[config.mk]
export PLATFORM = sky130hd
export DESIGN_NAME = ibp_engine
export DESIGN_NICKNAME = d
export VERILOG_FILES = /design/src/include/ibp_pkg.sv /design/src/hdl/ibp_sync.sv /design/src/hdl/ibp_fifo.sv /design/src/hdl/ibp_engine.sv
export SDC_FILE = /design/constraint.sdc
export NUM_CORES = 1
export LEC_CHECK = 0
export ABC_CLOCK_PERIOD_IN_PS = 5700
export BUFFER_PORTS_ARGS = -buffer_cell sky130_fd_sc_hd__buf_2
export CAP_MARGIN = 30
export CORE_MARGIN = 1.5
export CORE_UTILIZATION = 45
export DETAILED_ROUTE_END_ITERATION = 6
export PLACE_DENSITY = 0.66
export SLEW_MARGIN = 25
export SYNTH_ARGS = -nofsm -noshare
export SYNTH_HDL_FRONTEND = slang
export SYNTH_HIERARCHICAL = 1
export SYNTH_SLANG_ARGS = --single-unit
export TNS_END_PERCENT = 50
[constraint.sdc]
create_clock -name clk -period 5.7 [get_ports clk]
set_clock_uncertainty 0.1 [all_clocks]
set_input_delay 0.855 -clock clk [delete_from_list [all_inputs] [get_ports clk]]
set_output_delay 0.855 -clock clk [all_outputs]
set_load 0.02 [all_outputs]
[src/include/ibp_pkg.sv]
// shared types and constants of the two-wire bus protocol engine
package ibp_pkg;

  // timing
  localparam int         CLK_PERIOD_NS = 50;
  localparam int         SCL_HALF_NS   = 5000;
  localparam int         HOLD_SHORT_NS = 50;
  localparam int         HOLD_LONG_NS  = 300;
  localparam logic [7:0] SCL_HALF_CYC  = 8'((SCL_HALF_NS + CLK_PERIOD_NS - 1) / CLK_PERIOD_NS);
  localparam logic [2:0] HOLD_SHORT_CYC = 3'((HOLD_SHORT_NS + CLK_PERIOD_NS - 1) / CLK_PERIOD_NS);
  localparam logic [2:0] HOLD_LONG_CYC  = 3'((HOLD_LONG_NS + CLK_PERIOD_NS - 1) / CLK_PERIOD_NS);

  // framing
  localparam logic [3:0] ACK_BIT_IDX   = 4'h8;
  localparam int         RX_FIFO_DEPTH = 8;

  // master commands
  typedef enum logic [1:0] {
    OP_START = 2'h0,
    OP_WRITE = 2'h1,
    OP_READ  = 2'h2,
    OP_STOP  = 2'h3
  } ibp_op_t;

  typedef struct packed {
    ibp_op_t    op;
    logic [7:0] data;
    logic       nack;
  } ibp_cmd_t;

  typedef struct packed {
    logic       fromSlave;
    logic [7:0] data;
  } ibp_rx_t;

  typedef enum logic [6:0] {
    M_IDLE   = 7'h01,
    M_START  = 7'h02,
    M_LOW    = 7'h04,
    M_HIGH   = 7'h08,
    M_RSTART = 7'h10,
    M_STOP   = 7'h20,
    M_LOST   = 7'h40
  } ibp_mstate_t;

  typedef enum logic [5:0] {
    S_IDLE  = 6'h01,
    S_ADDR  = 6'h02,
    S_RX    = 6'h04,
    S_ACK   = 6'h08,
    S_TX    = 6'h10,
    S_TXACK = 6'h20
  } ibp_sstate_t;

  typedef struct packed {
    ibp_mstate_t mState;
    logic [7:0]  mTimer;
    logic [1:0]  mPhase;
    logic [3:0]  mBit;
    logic [7:0]  mShift;
    logic        mRead;
    logic        mNack;
    logic        mOwn;
    logic        mSclLow;
    logic        mSdaLow;
    logic        mPush;
    logic        ackStatus;
    ibp_sstate_t sState;
    logic [3:0]  sBit;
    logic [7:0]  sShift;
    logic [7:0]  sRxData;
    logic        sRw;
    logic        sPend;
    logic [2:0]  sHold;
    logic        sSdaLow;
    logic        sSclLow;
    logic        sPush;
    logic        sNack;
    logic        sclP;
    logic        sdaP;
    logic        busBusy;
    logic        sawLow;
    logic        busIdle;
    logic        arbLost;
    logic        busCollision;
    logic        slaveTxTaken;
    logic        startSeen;
    logic        stopSeen;
  } ibp_state_t;

  localparam ibp_state_t ST_RESET = '{mState: M_IDLE, sState: S_IDLE, sclP: 1'b1,
                                      sdaP: 1'b1, default: '0};

endpackage : ibp_pkg

[src/hdl/ibp_sync.sv]
// two-flop synchroniser for the bus pins
module ibp_sync #(
  parameter int WIDTH = 2
) (
  // clock and reset
  input  wire logic             clk,
  input  wire logic             rst,
  // levels
  input  wire logic [WIDTH-1:0] din,
  output logic      [WIDTH-1:0] dout
);
  import ibp_pkg::*;

  typedef struct packed {
    logic [WIDTH-1:0] s1;
    logic [WIDTH-1:0] s2;
  } ibp_sync_state_t;

  ibp_sync_state_t syncReg;
  ibp_sync_state_t syncNext;

  always_comb
  begin
    syncNext    = syncReg;
    syncNext.s1 = din;
    syncNext.s2 = syncReg.s1;
  end

  always_ff @(posedge clk or posedge rst)
  begin
    if (rst)
      syncReg <= '1;
    else
      syncReg <= syncNext;
  end

  assign dout = syncReg.s2;

endmodule : ibp_sync

[src/hdl/ibp_fifo.sv]
// flop-based fifo with valid and ready on both sides
module ibp_fifo #(
  parameter int WIDTH = 9,
  parameter int DEPTH = 8
) (
  // clock and reset
  input  wire logic             clk,
  input  wire logic             rst,
  // fill side
  input  wire logic             inValid,
  output logic                  inReady,
  input  wire logic [WIDTH-1:0] inData,
  // drain side
  output logic                  outValid,
  input  wire logic             outReady,
  output logic      [WIDTH-1:0] outData
);
  import ibp_pkg::*;

  localparam int AW = $clog2(DEPTH);

  typedef struct packed {
    logic [DEPTH-1:0][WIDTH-1:0] mem;
    logic [AW:0]                 wr;
    logic [AW:0]                 rd;
  } ibp_fifo_state_t;

  ibp_fifo_state_t fifoReg;
  ibp_fifo_state_t fifoNext;
  logic            full;
  logic            empty;

  assign empty    = fifoReg.wr == fifoReg.rd;
  assign full     = (fifoReg.wr[AW] != fifoReg.rd[AW]) &&
                    (fifoReg.wr[AW-1:0] == fifoReg.rd[AW-1:0]);
  assign inReady  = !full;
  assign outValid = !empty;
  assign outData  = fifoReg.mem[fifoReg.rd[AW-1:0]];

  always_comb
  begin
    fifoNext = fifoReg;
    if (inValid && !full)
    begin
      fifoNext.mem[fifoReg.wr[AW-1:0]] = inData;
      fifoNext.wr                      = fifoReg.wr + {{AW{1'b0}}, 1'b1};
    end
    if (outReady && !empty)
      fifoNext.rd = fifoReg.rd + {{AW{1'b0}}, 1'b1};
  end

  always_ff @(posedge clk or posedge rst)
  begin
    if (rst)
      fifoReg <= '0;
    else
      fifoReg <= fifoNext;
  end

endmodule : ibp_fifo

[src/hdl/ibp_engine.sv]
// two-wire bus protocol engine: master, addressed slave, bus monitor
module ibp_engine (
  // clock and reset
  input  wire logic              clk,
  input  wire logic              rst,
  // bus pins
  input  wire logic              sclIn,
  output logic                   sclOut,
  output logic                   sclOe,
  input  wire logic              sdaIn,
  output logic                   sdaOut,
  output logic                   sdaOe,
  // configuration
  input  wire logic              portModuleEnable,
  input  wire logic              dataLongHoldSelect,
  input  wire logic [7:0]        slaveMatchAddress,
  // master commands
  input  wire logic              cmdValid,
  output logic                   cmdReady,
  input  wire ibp_pkg::ibp_cmd_t cmd,
  // slave transmit data
  input  wire logic [7:0]        slaveTxData,
  output logic                   slaveTxTaken,
  // received bytes
  output logic                   rxValid,
  input  wire logic              rxReady,
  output ibp_pkg::ibp_rx_t       rxWord,
  // status
  output logic                   busIdle,
  output logic                   masterOwnsBus,
  output logic                   ackStatus,
  output logic                   arbLost,
  output logic                   busCollision,
  output logic                   slaveAddressed,
  output logic                   slaveReading,
  output logic                   startSeen,
  output logic                   stopSeen
);
  import ibp_pkg::*;

  ibp_state_t stReg;
  ibp_state_t stNext;
  logic [1:0] pinSync;
  logic       sclS;
  logic       sdaS;
  logic       sclRise;
  logic       sclFall;
  logic       startDet;
  logic       stopDet;
  logic [2:0] holdCyc;
  logic       pushValid;
  logic       pushReady;
  ibp_rx_t    pushWord;

  // level the master drives on SDA for the current bit
  function automatic logic masterDriveLow(input ibp_state_t s);
    if (s.mBit < ACK_BIT_IDX)
      return !s.mRead && !s.mShift[7];
    return s.mRead && !s.mNack;
  endfunction : masterDriveLow

  // master is transmitter on SDA for the current bit
  function automatic logic masterTransmits(input ibp_state_t s);
    return (s.mBit < ACK_BIT_IDX) ? !s.mRead : s.mRead;
  endfunction : masterTransmits

  ibp_sync #(
    .WIDTH (2)
  ) uSync (
    .clk  (clk),
    .rst  (rst),
    .din  ({sclIn, sdaIn}),
    .dout (pinSync)
  );

  ibp_fifo #(
    .WIDTH ($bits(ibp_rx_t)),
    .DEPTH (RX_FIFO_DEPTH)
  ) uRxFifo (
    .clk      (clk),
    .rst      (rst),
    .inValid  (pushValid),
    .inReady  (pushReady),
    .inData   (pushWord),
    .outValid (rxValid),
    .outReady (rxReady),
    .outData  (rxWord)
  );

  assign sclS     = pinSync[1];
  assign sdaS     = pinSync[0];
  assign sclRise  = sclS && !stReg.sclP;
  assign sclFall  = !sclS && stReg.sclP;
  assign startDet = sclS && stReg.sclP && stReg.sdaP && !sdaS;
  assign stopDet  = sclS && stReg.sclP && !stReg.sdaP && sdaS && stReg.sawLow;
  assign holdCyc  = dataLongHoldSelect ? HOLD_LONG_CYC : HOLD_SHORT_CYC;

  // master has priority into the receive fifo
  assign pushValid = stReg.mPush || stReg.sPush;
  assign pushWord  = stReg.mPush ? '{fromSlave: 1'b0, data: stReg.mShift}
                                 : '{fromSlave: 1'b1, data: stReg.sRxData};

  // start only on an idle bus or while owning it, others taken while the master is idle with no byte waiting for the fifo, acted on only while owning it
  assign cmdReady = portModuleEnable && (stReg.mState == M_IDLE) && !stReg.mPush &&
                    (cmd.op != OP_START || stReg.mOwn || stReg.busIdle);

  always_comb
  begin
    stNext              = stReg;
    stNext.arbLost      = 1'b0;
    stNext.busCollision = 1'b0;
    stNext.slaveTxTaken = 1'b0;
    stNext.startSeen    = 1'b0;
    stNext.stopSeen     = 1'b0;

    // bus monitor
    stNext.sclP = sclS;
    stNext.sdaP = sdaS;
    if (sclFall)
      stNext.sawLow = 1'b1;
    if (startDet)
    begin
      stNext.busBusy   = 1'b1;
      stNext.sawLow    = 1'b0;
      stNext.startSeen = 1'b1;
    end
    else if (stopDet)
    begin
      stNext.busBusy  = 1'b0;
      stNext.stopSeen = 1'b1;
    end
    stNext.busIdle = !stNext.busBusy && sclS && sdaS;

    // receive fifo handshake
    if (pushValid && pushReady)
    begin
      if (stReg.mPush)
        stNext.mPush = 1'b0;
      else
        stNext.sPush = 1'b0;
    end

    // master
    case (stReg.mState)
      M_IDLE:
      begin
        if (cmdValid && cmdReady)
        begin
          stNext.mTimer = 8'h00;
          stNext.mPhase = 2'h0;
          case (cmd.op)
            OP_START:
            begin
              if (stReg.mOwn)
              begin
                stNext.mState  = M_RSTART;
                stNext.mSdaLow = 1'b0;
              end
              else
              begin
                stNext.mState  = M_START;
                stNext.mSdaLow = 1'b1;
              end
            end
            OP_WRITE, OP_READ:
            begin
              if (stReg.mOwn)
              begin
                stNext.mState = M_LOW;
                stNext.mShift = cmd.data;
                stNext.mRead  = cmd.op == OP_READ;
                stNext.mNack  = cmd.nack;
                stNext.mBit   = 4'h0;
              end
            end
            OP_STOP:
            begin
              if (stReg.mOwn)
              begin
                stNext.mState  = M_STOP;
                stNext.mSdaLow = 1'b1;
              end
            end
            default:
            begin
              stNext.mState = M_IDLE;
            end
          endcase
        end
      end
      M_START:
      begin
        stNext.mTimer = stReg.mTimer + 8'h01;
        if (stReg.mTimer == SCL_HALF_CYC)
        begin
          stNext.mSclLow = 1'b1;
          stNext.mOwn    = 1'b1;
          stNext.mState  = M_IDLE;
        end
      end
      M_LOW:
      begin
        stNext.mTimer = stReg.mTimer + 8'h01;
        if (stReg.mTimer == {5'h00, holdCyc})
          stNext.mSdaLow = masterDriveLow(stReg);
        if (stReg.mTimer == SCL_HALF_CYC)
        begin
          stNext.mSclLow = 1'b0;
          stNext.mTimer  = 8'h00;
          stNext.mState  = M_HIGH;
        end
      end
      M_HIGH:
      begin
        // high time counts only once SCL is seen high
        stNext.mTimer = sclS ? stReg.mTimer + 8'h01 : 8'h00;
        if (sclRise)
        begin
          if (stReg.mBit < ACK_BIT_IDX)
            stNext.mShift = {stReg.mShift[6:0], sdaS};
          else if (!stReg.mRead)
            stNext.ackStatus = sdaS;
          if (masterTransmits(stReg) && !stReg.mSdaLow && !sdaS)
          begin
            stNext.mState       = M_LOST;
            stNext.mSclLow      = 1'b0;
            stNext.mSdaLow      = 1'b0;
            stNext.mOwn         = 1'b0;
            stNext.arbLost      = 1'b1;
            stNext.busCollision = 1'b1;
          end
        end
        if (stNext.mState == M_HIGH && stReg.mTimer == SCL_HALF_CYC)
        begin
          stNext.mSclLow = 1'b1;
          stNext.mTimer  = 8'h00;
          if (stReg.mBit == ACK_BIT_IDX)
          begin
            stNext.mState = M_IDLE;
            stNext.mPush  = stReg.mRead;
          end
          else
          begin
            stNext.mBit   = stReg.mBit + 4'h1;
            stNext.mState = M_LOW;
          end
        end
      end
      M_RSTART, M_STOP:
      begin
        stNext.mTimer = stReg.mTimer + 8'h01;
        if (stReg.mPhase == 2'h1)
          stNext.mTimer = sclS ? stReg.mTimer + 8'h01 : 8'h00;
        if (stReg.mState == M_RSTART && sclRise && !sdaS)
        begin
          stNext.mState       = M_LOST;
          stNext.mSclLow      = 1'b0;
          stNext.mSdaLow      = 1'b0;
          stNext.mOwn         = 1'b0;
          stNext.arbLost      = 1'b1;
          stNext.busCollision = 1'b1;
        end
        else if (stReg.mTimer == SCL_HALF_CYC)
        begin
          stNext.mTimer = 8'h00;
          stNext.mPhase = stReg.mPhase + 2'h1;
          case (stReg.mPhase)
            2'h0:
            begin
              stNext.mSclLow = 1'b0;
            end
            2'h1:
            begin
              stNext.mSdaLow = stReg.mState == M_RSTART;
            end
            default:
            begin
              stNext.mState  = M_IDLE;
              stNext.mSclLow = stReg.mState == M_RSTART;
              stNext.mOwn    = stReg.mState == M_RSTART;
            end
          endcase
        end
      end
      M_LOST:
      begin
        if (stopDet)
          stNext.mState = M_IDLE;
      end
      default:
      begin
        stNext.mState = M_IDLE;
      end
    endcase

    // slave: delayed SDA update after each falling edge while the slave is not idle
    if (stReg.sHold != 3'h0)
    begin
      stNext.sHold = stReg.sHold - 3'h1;
      if (stReg.sHold == 3'h1)
        stNext.sSdaLow = stReg.sPend;
    end

    if (sclRise)
    begin
      case (stReg.sState)
        S_ADDR, S_RX:
        begin
          stNext.sShift = {stReg.sShift[6:0], sdaS};
          stNext.sBit   = stReg.sBit + 4'h1;
        end
        S_TX:
        begin
          if (!stReg.sSdaLow && !sdaS)
          begin
            stNext.sState       = S_IDLE;
            stNext.sSdaLow      = 1'b0;
            stNext.sHold        = 3'h0;
            stNext.busCollision = 1'b1;
          end
          stNext.sShift = {stReg.sShift[6:0], 1'b1};
          stNext.sBit   = stReg.sBit + 4'h1;
        end
        S_TXACK:
        begin
          stNext.sNack = sdaS;
        end
        default:
        begin
          stNext.sNack = stReg.sNack;
        end
      endcase
    end

    if (sclFall && stReg.sState != S_IDLE)
    begin
      stNext.sHold = holdCyc;
      stNext.sPend = 1'b0;
      case (stReg.sState)
        S_ADDR:
        begin
          if (stReg.sBit == ACK_BIT_IDX)
          begin
            if (stReg.sShift[7:1] == slaveMatchAddress[7:1])
            begin
              stNext.sState = S_ACK;
              stNext.sRw    = stReg.sShift[0];
              stNext.sPend  = 1'b1;
            end
            else
              stNext.sState = S_IDLE;
          end
        end
        S_RX:
        begin
          if (stReg.sBit == ACK_BIT_IDX)
          begin
            stNext.sState  = S_ACK;
            stNext.sRxData = stReg.sShift;
            stNext.sPush   = 1'b1;
            stNext.sPend   = 1'b1;
          end
        end
        S_ACK, S_TXACK:
        begin
          stNext.sBit = 4'h0;
          if (stReg.sState == S_TXACK && stReg.sNack)
            stNext.sState = S_IDLE;
          else if (stReg.sRw)
          begin
            stNext.sState       = S_TX;
            stNext.sShift       = slaveTxData;
            stNext.sPend        = !slaveTxData[7];
            stNext.slaveTxTaken = 1'b1;
          end
          else
            stNext.sState = S_RX;
        end
        S_TX:
        begin
          if (stReg.sBit == ACK_BIT_IDX)
            stNext.sState = S_TXACK;
          else
            stNext.sPend = !stReg.sShift[7];
        end
        default:
        begin
          stNext.sState = S_IDLE;
        end
      endcase
    end

    // start or stop resets the slave whatever it was doing
    if (startDet || stopDet)
    begin
      stNext.sState  = startDet ? S_ADDR : S_IDLE;
      stNext.sBit    = 4'h0;
      stNext.sHold   = 3'h0;
      stNext.sSdaLow = 1'b0;
    end

    // stretch SCL while a received byte waits for fifo room
    stNext.sSclLow = stNext.sPush;

    if (!portModuleEnable)
      stNext = ST_RESET;
  end

  always_ff @(posedge clk or posedge rst)
  begin
    if (rst)
      stReg <= ST_RESET;
    else
      stReg <= stNext;
  end

  // open-drain pins: data tied to zero, only the enables move
  assign sclOut = 1'b0;
  assign sdaOut = 1'b0;
  assign sclOe  = stReg.mSclLow || stReg.sSclLow;
  assign sdaOe  = stReg.mSdaLow || stReg.sSdaLow;

  assign busIdle        = stReg.busIdle;
  assign masterOwnsBus  = stReg.mOwn;
  assign ackStatus      = stReg.ackStatus;
  assign arbLost        = stReg.arbLost;
  assign busCollision   = stReg.busCollision;
  assign slaveAddressed = (stReg.sState != S_IDLE) && (stReg.sState != S_ADDR);
  assign slaveReading   = slaveAddressed && stReg.sRw;
  assign slaveTxTaken   = stReg.slaveTxTaken;
  assign startSeen      = stReg.startSeen;
  assign stopSeen       = stReg.stopSeen;

endmodule : ibp_engine

Yosys cells after proc, flatten, opt, wreduce, memory -nomap -nowiden
Cells that the tools add are included.
Word-level totals
  word-level logic and storage cells: 328
  bits of input ports: 35
  output and inout bits: 25
  flip-flop bits (word level): 165
Cells by class
  magnitude comparators: 4
  equal/unequal tests: 72
  add/subtract/negate cells: 7
  mux-type cells: 127
  reductions and logical operators: 73
Operator list (count)
  81-bit two-way mux: 1
  72-bit bitwise mux: 1
  8-bit two-way mux: 8
  7-bit two-way mux: 9
  31-bit two-way mux: 2
  12-bit one-hot mux with 2 select lines: 2
  1-bit two-way mux: 47
  7-bit one-hot mux with 6 select lines: 1
  8-bit one-hot mux with 5 select lines: 1
  6-bit two-way mux: 6
  3-bit inequality test, second input constant: 12
  4-bit two-way mux: 8
  4-bit inequality test, second input constant: 8
  1-bit logical AND: 30
  15-bit two-way mux: 2
  14-bit two-way mux: 2
  9-bit binary-select mux with 3-bit select: 1
  9-bit demux with 3-bit select: 1
  9-bit two-way mux: 3
  2-bit by 1-bit inequality test with 1-bit output, second input constant: 12
  6-bit one-hot mux with 4 select lines: 1
  7-bit one-hot mux with 3 select lines: 1
  10-bit two-way mux: 2
  18-bit two-way mux: 1
  59 further kinds: 121

Depth between registers and ports, before layout
Gate-level depths: netlist (run 1).
  depth after elaboration: 12
  depth in mapped cells: 10
  gate-level depth less buffers: 8

Hierarchy
Netlist (run 1), hierarchy kept.
By module, submodules not included
  ibp_engine: times used 1, area an instance 4932.2 um^2, cells an instance 545, seq. area each 2006.9 um^2
  ibp_fifo: times used 1, area an instance 3856.2 um^2, cells an instance 228, seq. area each 2001.9 um^2
  ibp_sync: times used 1, area an instance 108.9 um^2, cells an instance 5, seq. area each 105.1 um^2

Least setup slack after synthesis (run 1)
OpenSTA, ideal clock, no wires.
  path type: input -> output
  start: in portModuleEnable
  end: out cmdReady
  slack: 2.764 ns
  required time: 4.745 ns
  data arrival time: 1.981 ns
  cell stages on the path: 4
  buffers on the path: 1
  cells stage by stage: clkbuf_1 nor4bb_1 nand2_1 nor3_1
On the way
  cells in the longest elaborated chain, start to end: 3
RTL lines
  start, declared: line ibp_engine.sv:14  | input wire logic portModuleEnable,
  1-bit logical AND (3 in series): line ibp_engine.sv:104  | assign cmdReady = portModuleEnable && (stReg.mState == M_IDLE) && !stReg.mPush &&
  end, declared: line ibp_engine.sv:19  | output logic cmdReady,
Every way passes these cells.

Final worst setup path (run 1)
Ends and elaborated chain as after synthesis.

==> impl_results.md, run 1 <==
* CP Max Fanout at 26
* Max-cap violation count at 0
* Status: complete, no violations
* CTS Buf Count at 17
* Initial core utilization at 45.9%
* Die W at approximately 140 um
* DR pass1 iterations at 5
* FP Rows at 51
* Hold Slack at 0.257 ns
* NumNets Final at 870
* Reg clk slew, reported paths at about 0.060 ns
* Die footprint at 0.0206 mm^2
* Final ANT Viol Nets at 0
* Vias/cell at 5.63
* CTS resizes at 0
* Clock Path Buffers at 2
* Pin count of the biggest net entering global routing at 51
* Routability-driven placement congestion ratio at 0.889
* Place WS at 2.56 ns
* Final Hold Fails at 0
* Drt total wl at 19800 um
* Slew margin rel. at 47.4%
* Total routing usage reported by global routing at 20.7%
* Fin. max-slew vios at 0
* CP Capture Type: output pin
* IO Pins at 60
* Final HPWL DP at roughly 14000 um
* Clock root buffer: clkbuf_16
* Ys async rst share at 100%
* Grt total ovfl at 0
* Worst path required time at 4.74 ns
* Most area-hungry cell type in the Yosys netlist: dfrtp_1
* Pleak at around 4.6 nW
* Later-pin clock latency in the skew report at 0.43 ns
* Vias in the first global route at 6103
* Via count at just over 6000
* RSZ-0062 raised after global routing: false
* Clk sinks at 164
* DR iter-0 viols at 399
* #FFs+latches synth at 164
* Synth top area share at 43.9%
* Pwr Total at 3.15 mW
* WS Path Type: in2out
* Ranking of synthesized cells by area: dfrtp_1 44%, mux2_2 6.7%, mux2_4 4.6%, mux4_2 4.6%, nand2_1 2.6%
* Dpl cell area at 0.00935 mm^2
* PD cells at around 320 mW/mm^2
* First-pass GRT wire length at around 33000 um
* Worst-margin pin slew at 0.786 ns
* # DRC at 0
* Mapped Cells at 778
* Max Fclk at 0.317 GHz
* Worst Path Arrival at roughly 2.2 ns
* CP Launch Type: input pin
* Top FF cell, synth: dfrtp_1
* Die Ht at 144 um
* Post-CTS setup buffer count at 0
* Final period utilization at 55.3%
* Min Tclk post-route at roughly 3.2 ns
* Cell variety after synth at 79
* Final setup viols at 0
* Utilization after layout at 51.5%
* Layout area overhead at 12.3%
* Hold buffers post-CTS at 0
* Maximum vdd drop at about 0.23 mV
* Yosys warning count at 6
* WL/cell at 18.0 um
* Mapped Area at roughly 0.009 mm^2
* Fill cells at 1746
* # port buffers at 56
* Post-synth EDFFs at 0
* Clock H-tree levels at 4
* Antenna violations before repair at 2
* Post-route non-filler standard cell count at 1098
* CTS tree: built
* Core ar. at 0.0194 mm^2
* Final setup TNS at 0 ns
* Seq/Total Area, Yosys at 46.2%
* Share of cells above drive strength 1 at 28.1%
* Setup WS post-layout at approximately 2.5 ns
* HP Class: reg2reg
* Dpl cells at ~1100
* Syn_area_per_cell at approximately 11 um^2
* Post-route cell area at 0.00999 mm^2
-- power by group --
group	leakage [nW]	internal, mW	switching (mW)	total [mW]
Clock	0.310	0.757	0.491	1.25
Sequential	2.24	1.22	0.0826	1.30
Combinational	2.07	0.253	0.346	0.599
-- synth_stat cells, types with 3 or more instances --
master and number:
dfrtp_1 156, nand2_1 62, mux2_2 53, nor2_1 50
a21oi_1 29, mux2_4 27, inv_1 25, o21ai_0 22
buf_2 18, mux4_2 18, nand2b_1 18, and3_1 17
ha_1 16, nand3_1 16, nand4_1 14, nor3_1 14
xnor2_1 14, xor2_1 14, mux2_1 13, mux2i_1 12
clkbuf_1 11, a22o_1 9, dfstp_2 8, o31ai_1 8
or2_2 8, a311oi_1 7, a31oi_1 7, nor2b_1 7
o211ai_1 7, buf_6 6, nor3b_1 5, nor4_1 5
buf_4 4, nand3b_1 4, nand3b_4 4, o2111ai_1 4
a21o_1 3, and3_4 3, buf_1 3, nand4b_1 3
nor3_2 3, nor4b_1 3
-- cell type report --
cell class / instances / area, um^2 / area share [%]
multi-input combinational: 547 / 4450 / 44.5
sequential: 164 / 4110 / 41.2
clock buffer: 20 / 447 / 4.47
timing repair buffer: 63 / 353 / 3.53
tap: 265 / 332 / 3.32
clock inverter: 12 / 194 / 1.94
inverter: 26 / 100 / 1.00
antenna: 1 / 2.50 / 0.0250
-- state kept, by name (all words and copies together) (netlist names) --
signal	cells
slaveTxTaken	1
startSeen	1
stopSeen	1
arbLost	1
stReg	72
ackStatus	1
uSync/dout	2
uSync/syncNext	2
masterOwnsBus	1
uRxFifo/fifoReg	80
busCollision	1
busIdle	1
-- metal layers --
metal	part of all wire [%]	vias to the layer above	track usage, %
met5	0.066	-	0
met4	1.2	2	6.18
met3	4.7	21	3.90
met2	45	162	30.9
met1	49	3070	30.6
li1	-	2922	-
-- critical path: stages --
cell and delay (ns):
buf_2 0.41, nor4bb_1 0.39, nand2_1 0.15, nor3_1 0.18, buf_2 0.20
-- worst paths after layout --
kind | from | end | slack [ns] | depth (start not counted)
min in group asynchronous | rst | stReg[37] | 0.40 | 2
max | portModuleEnable | cmdReady | 2.55 | 5
max in group asynchronous | rst | stReg[65] | 4.08 | 3
min reg2reg | uSync/syncNext[1] | uSync/dout[1] | 0.26 | 0
max reg2reg | stReg[77] | stReg[73] | 2.69 | 6
min | uSync/syncNext[1] | uSync/dout[1] | 0.26 | 0
-- logic make-up (layout without fill, tap and decap cells) --
kind of cell	Yosys count	in the layout	synth area share, %
AND/OR/NAND/NOR	253	253	16.1
flip-flops	164	164	46.2
AO/OA/AOI/OAI	124	124	9.86
multiplexers	123	123	18.8
buffers and inverters	68	121	3.80
XOR/XNOR	29	29	2.94
adder cells (fa/ha/maj)	16	16	2.25
other	1	3	0.0421
-- cell usage in the layout (no fill, tap or decap), types with 12 or more instances in the layout --
cell type	netlist	final
nand4_1	14	14
nand2_1	62	62
mux4_2	18	18
mux2_4	27	27
nor3_1	14	14
a21oi_1	29	29
clkbuf_16	0	17
ha_1	16	16
and3_1	17	17
mux2i_1	12	12
dfrtp_1	156	156
o21ai_0	22	22
nand3_1	16	16
nor2_1	50	50
nand2b_1	18	18
xor2_1	14	14
xnor2_1	14	14
mux2_1	13	13
mux2_2	53	53
buf_2	18	56
inv_1	25	23
Note: power is estimated with default switching activity, not from simulation.
==> inputs of run 2 (changes only) <==
--- a/config.mk
+++ b/config.mk
@@ -5,13 +5,13 @@
 export SDC_FILE = /design/constraint.sdc
 export NUM_CORES = 1
 export LEC_CHECK = 0
-export ABC_CLOCK_PERIOD_IN_PS = 5700
+export ABC_CLOCK_PERIOD_IN_PS = 2650
 export BUFFER_PORTS_ARGS = -buffer_cell sky130_fd_sc_hd__buf_2
 export CAP_MARGIN = 30
 export CORE_MARGIN = 1.5
 export CORE_UTILIZATION = 45
 export DETAILED_ROUTE_END_ITERATION = 6
-export PLACE_DENSITY = 0.66
+export PLACE_DENSITY = 0.69
 export SLEW_MARGIN = 25
 export SYNTH_ARGS = -nofsm -noshare
 export SYNTH_HDL_FRONTEND = slang
==> constraint.sdc (replaced) <==
create_clock -name clk -period 2.65 [get_ports clk]
set_clock_uncertainty 0.1 [all_clocks]
set_input_delay 0.3975 -clock clk [delete_from_list [all_inputs] [get_ports clk]]
set_output_delay 0.3975 -clock clk [all_outputs]
set_load 0.02 [all_outputs]
==> impl_results.md, run 2 (synthesis gave the netlist of run 1 again) <==
* Max Fclk at between 0.3 and 0.4 GHz
* Die footprint at 0.0206 mm^2 (unchanged)
* Worst-margin pin slew at 0.608 ns (-0.178 ns)
* Min Tclk post-route at 2.51 ns
* Die W at 144 um (unchanged)
* Clock H-tree levels at 4 (unchanged)
* Vias in the first global route at 6128 (+0.41%)
* # DRC at 0 (unchanged)
* First-pass GRT wire length at 31700 um (-3.7%)
* Grt total ovfl at 0 (unchanged)
* CP Capture Type: output pin
* Fin. max-slew vios at 0 (unchanged)
* Post-route non-filler standard cell count at 1126 (+2.6%)
* Pleak at 4.73 nW (+2.6%)
* Area occupied by multi-input gates at 0.00445 mm^2 (unchanged)
* NumNets Final at 899 (+3.3%)
* Fill cells at 1734 (-0.69%)
* Final setup viols at 0 (unchanged)
* WS Path Type: reg2out
* Worst path max stage delay at 0.33 ns (-0.08 ns)
* Vias/cell at 5.62 (about the same)
* # port buffers at 56 (unchanged)
* DRT met1 WL at 9330 um (-4.4%)
* RSZ-0062 raised after global routing: false
* Most frequent cells in the layout: 156 x dfrtp_1, 62 x nand2_1, 56 x buf_2
* Initial core utilization at 45.9% (unchanged)
* Final Hold Fails at 0 (unchanged)
* Die Ht at 144 um (unchanged)
* Hold Slack at 0.138 ns (-0.119 ns)
* Final period utilization at 94.9%
* CTS tree: built
* Worst Hold Endpoint: stReg[50]
* Max FFs per register at 80 (unchanged)
* Total routing usage reported by global routing at 19.9% (-0.78 points)
* Antenna violations before repair at 0 (-2)
* Final ANT Viol Nets at 0 (unchanged)
* Routability-driven placement congestion ratio at 0.903 (+1.6%)
* Max Used Layer: met4
* CP Cell Sequence: buf_4 > buf_4 > mux4_2 > mux2_2 > buf_2
* Final setup TNS at 0 ns (unchanged)
* Storage element area at 0.00411 mm^2 (unchanged)
* Clock Path Buffers at 2 (unchanged)
* Reg with most FFs: uRxFifo/fifoReg
* Post-route cell area at 0.0102 mm^2 (+1.7%)
* Clock root buffer: clkbuf_16
* HP Start: cmd[0]
* Largest regs: uRxFifo/fifoReg: 80 flops, stReg: 72 flops
* Clk sinks at 164 (unchanged)
* CTS Buf Count at 17 (unchanged)
* Reg2Reg Depth at 7 (+1)
* DR pass1 iterations at 7 (+2)
* PD cells at 649 mW/mm^2 (+110%)
* Met3 routed WL at 1120 um (+20%)
* Setup WS post-layout at 0.136 ns (-2.41 ns)
* DR iter-0 viols at 439 (+10%)
* Met2 WL at 8800 um (-0.83%)
* CP Launch Type: flop
* Worst R2R End: stReg[72]
* Pwr Total at 6.59 mW (+110%)
* Drt total wl at 19600 um (-0.85%)
* Slew margin rel. at 59.4% (+12 points)
* Reg clk slew, reported paths at 0.07 ns (about the same)
* Max-cap violation count at 0 (unchanged)
* CP max stage cell: dfrtp_1
* CP Max Fanout at 17 (-35%)
* Hold Path Cell Cnt at 3 (+3)
* Dpl cell area at 0.00956 mm^2 (+2.3%)
* Maximum vdd drop at 0.479 mV (+110%)
* Share of cells above drive strength 1 at 30.3% (+2.2 points)
* Later-pin clock latency in the skew report at 0.43 ns (about the same)
* Family with the most delay on the worst path: buffers and inverters
* Ant diodes at 0 (-1)
* Via count at 6332 (+2.5%)
* Core ar. at 0.0194 mm^2 (unchanged)
* Status: complete, no violations
* Utilization after layout at 52.4% (+0.86 points)
* Most common cell after layout, fill and taps aside: dfrtp_1
* Worst path required time at 2.15 ns (-2.59 ns)
* Layout area overhead at 14.2%
* Worst Setup SP: uRxFifo/fifoReg[1]
* Worst R2R Start: stReg[77]
* Pin count of the biggest net entering global routing at 81 (+59%)
* CP most frequent cell: buf_4
* CTS resizes at 0 (unchanged)
* Place WS at 0.254 ns (-2.31 ns)
* FP Rows at 51 (unchanged)
* Final HPWL DP at 13600 um (+0.39%)
* Worst reg2reg setup slack at 0.31 ns (-2.38 ns)
* HP Class: in2reg
* WL/cell at 17.4 um (-3.3%)
* Worst Path Arrival at 2.02 ns (-0.18 ns)
* Crit path buf inv count at 3 (+1)
* Dpl cells at 1091 (+2.4%)
* IO Pins at 60 (unchanged)
==> run 2: worst max-delay path by stage <==
| stage | cells after the start | slack (ns) | to |
|---|---|---|---|
| finish | 5 | 0.14 | rxWord[4] |
| global route | 5 | 0.06 | rxWord[4] |
| CTS | 5 | 0.11 | rxWord[4] |
| detailed placement | 9 | 0.25 | stReg[57] |
| global placement | 9 | 0.30 | stReg[53] |
| floorplan | 1 | 0.10 | uRxFifo/fifoReg[0] |
==> run 2: per-layer routing <==
layer | up-vias | GRT usage, %
met5 | - | 0
met4 | 0 | 6.77
met3 | 39 | 3.47
met2 | 189 | 30.4
met1 | 3124 | 28.8
li1 | 2980 | -
==> run 2: what timing repair did <==
item,CTS,global route
setup buffers,0,0
hold buffers,3,0
endpoints found under the hold margin,34,0
==> run 2: final cells by class <==
class / count / area share, %
Multi-Input combinational cell: 547 / 43.8
Inverter: 26 / 0.973
Tap cell: 265 / 3.26
Timing Repair Buffer: 92 / 5.86
Sequential cell: 164 / 40.5
Clock buffer: 18 / 4.23
Clock inverter: 14 / 1.37
==> run 2: worst min-delay path, delay by kind of cell <==
family	cells	cell delay, ns
buffers and inverters	1	0.10
AND/OR/NAND/NOR	1	0.06
AO/OA/AOI/OAI	1	0.06
==> run 2: power breakdown <==
part	internal, mW	leakage [nW]	switching (mW)	total [mW]
Combinational	0.624	2.22	0.796	1.42
Sequential	2.63	2.24	0.134	2.76
Clock	1.32	0.282	1.09	2.41
Total	4.57	4.73	2.02	6.59
==> inputs of run 3 (changes only) <==
--- a/config.mk
+++ b/config.mk
@@ -9,9 +9,10 @@
 export BUFFER_PORTS_ARGS = -buffer_cell sky130_fd_sc_hd__buf_2
 export CAP_MARGIN = 30
 export CORE_MARGIN = 1.5
-export CORE_UTILIZATION = 45
+export CORE_UTILIZATION = 55
 export DETAILED_ROUTE_END_ITERATION = 6
-export PLACE_DENSITY = 0.69
+export PLACE_DENSITY = 0.8
+export REMOVE_ABC_BUFFERS = 1
 export SLEW_MARGIN = 25
 export SYNTH_ARGS = -nofsm -noshare
 export SYNTH_HDL_FRONTEND = slang
==> impl_results.md, run 3 (synthesis gave the netlist of run 1 again) <==
* Die footprint at 0.0169 mm^2 (-18%)
* Vias/cell at 6.02 (+7.0%)
* Fin. max-slew vios at 0 (unchanged)
* # port buffers at 56 (unchanged)
* CP Cell Sequence: buf_12 > mux4_2 > mux2_2 > buf_2
* Setup WS post-layout at 0.0825 ns (-0.0539 ns)
* DR pass1 iterations at 5 (-2)
* First-pass GRT wire length at 32300 um (+1.7%)
* Most frequent cells in the layout: 156 x dfrtp_1, 62 x nand2_1, 56 x buf_2
* Min Tclk post-route at 2.57 ns (+0.0539 ns)
* Die W at 130 um (-9.3%)
* Share of cells above drive strength 1 at 29.5% (-0.85 points)
* Worst path required time at 2.15 ns (about the same)
* Hold Slack at 0.131 ns (-0.00627 ns)
* Total routing usage reported by global routing at 24.7% (+4.7 points)
* Clock H-tree levels at 4 (unchanged)
* HP Class: in2reg
* Storage element area at 0.00411 mm^2 (unchanged)
* HP Start: cmd[0]
* # DRC at 0 (unchanged)
* DR iter-0 viols at 523 (+19%)
* Worst Path Arrival at 2.07 ns (+0.05 ns)
* Later-pin clock latency in the skew report at 0.43 ns (about the same)
* Reg with most FFs: uRxFifo/fifoReg
* Antenna violations before repair at 0 (unchanged)
* Worst reg2reg setup slack at 0.18 ns (-0.13 ns)
* Clock Path Buffers at 2 (unchanged)
* Worst R2R End: stReg[48]
* Max-cap violation count at 0 (unchanged)
* Pleak at 4.71 nW (-0.42%)
* CTS Buf Count at 17 (unchanged)
* Reg2Reg Depth at 6 (-1)
* WL/cell at 18.4 um (+5.3%)
* Die Ht at 130 um (-9.3%)
* Final HPWL DP at 13600 um (about the same)
* Place WS at 0.241 ns (-0.0129 ns)
* IO Pins at 60 (unchanged)
* CTS resizes at 0 (unchanged)
* Via count at 6429 (+1.5%)
* Area occupied by multi-input gates at 0.00445 mm^2 (unchanged)
* CTS tree: built
* CP Capture Type: output pin
* CP Max Fanout at 19 (+2)
* Worst path max stage delay at 0.50 ns (+0.17 ns)
* Maximum vdd drop at 0.478 mV (-0.20%)
* Most common cell after layout, fill and taps aside: dfrtp_1
* Max Fclk at 0.389 GHz (-2.1%)
* Worst-margin pin slew at 0.637 ns (+0.0293 ns)
* Worst Hold Endpoint: stReg[50]
* PD cells at 668 mW/mm^2 (+3.0%)
* Clk sinks at 164 (unchanged)
* Routability-driven placement congestion ratio at 0.949 (+5.1%)
* Vias in the first global route at 6363 (+3.8%)
* Final setup viols at 0 (unchanged)
* Clock root buffer: clkbuf_16
* Initial core utilization at 56.2% (+10 points)
* Worst R2R Start: uSync/dout[1]
* Status: complete, no violations
* Core ar. at 0.0158 mm^2 (-18%)
* Largest regs: uRxFifo/fifoReg: 80 flops, stReg: 72 flops
* Drt total wl at 19600 um (about the same)
* RSZ-0062 raised after global routing: false
* CP Launch Type: flop
* Post-CTS setup buffer count at 0 (unchanged)
* Max FFs per register at 80 (unchanged)
* NumNets Final at 890 (-1.0%)
* Ant diodes at 0 (unchanged)
* Grt total ovfl at 0 (unchanged)
* Layout area overhead at 13.4%
* CP max stage cell: mux4_2
* Final ANT Viol Nets at 0 (unchanged)
* Final period utilization at 96.9% (+2.0 points)
* FP Rows at 46 (-9.8%)
* Final setup TNS at 0 ns (unchanged)
* WS Path Type: reg2out
* Pin count of the biggest net entering global routing at 36 (-56%)
* Hold Path Cell Cnt at 3 (unchanged)
* Fill cells at 1192 (-31%)
* Final Hold Fails at 0 (unchanged)
* Reg clk slew, reported paths at 0.06 ns (about the same)
* Slew margin rel. at 57.3% (-2.1 points)
[run 3: where the power goes]
group          leakage, nW  switching (mW)  internal, mW
clock                0.302            1.04          1.53
combinational         2.18           0.782         0.613
sequential            2.24           0.151          2.63
total                 4.71            1.97          4.77
[run 3: repair_timing]
item | CTS | global route
endpoints found under the hold margin | 55 | 0
setup endpoints to repair | 0 | 0
hold buffers | 3 | 0
[run 3: routing by layer]
| metal | GRT usage [%] | routed length, um |
|---|---|---|
| met3 | 5.54 | 960 |
| met4 | 8.43 | 464 |
| met1 | 31.7 | 8280 |
| met2 | 41.5 | 9910 |
| met5 | 0 | 0 |
[run 3: how the worst max path moves through the flow]
stage / startpoint / end / slack [ns] / cells after the start
2_1_floorplan: uRxFifo/fifoReg[0] / uRxFifo/fifoReg[79] / -0.15 / 4
4_1_cts: uRxFifo/fifoReg[1] / rxWord[0] / 0.05 / 4
5_1_grt: uRxFifo/fifoReg[1] / rxWord[0] / 0.01 / 4
3_5_place_dp: cmd[9] / stReg[57] / 0.24 / 9
3_3_place_gp: uSync/dout[1] / stReg[72] / 0.27 / 7
6_report: uRxFifo/fifoReg[1] / rxWord[0] / 0.08 / 4
[run 3: area by class of cell]
class	count	area share [%]
well taps	216	2.68
clock inverters	12	1.66
multi-input cells	547	44.1
flip-flops and latches	164	40.8
repair buffers	83	5.36
clock buffers	20	4.43
inverters	26	0.980
[run 3: critical path, delay by kind of cell (launching register included)]
family / cells / cell delay, ns
flops: 1 / 0.48
buf+inv: 2 / 0.38
mux: 2 / 0.78
[run 3: through the flow]
step | total power, mW | utilization (%) | area [um^2] | std cells
2_1_floorplan | 3.76 | - | 8660 | 737
3_3_place_gp | 4.18 | 59.7 | 9440 | 1033
3_5_place_dp | 4.21 | 59.7 | 9440 | 1033
4_1_cts | 6.78 | 63.7 | 10100 | 1068
5_1_grt | 7.05 | 63.7 | 10100 | 1068
6_report | 6.74 | 63.7 | 10100 | 1068
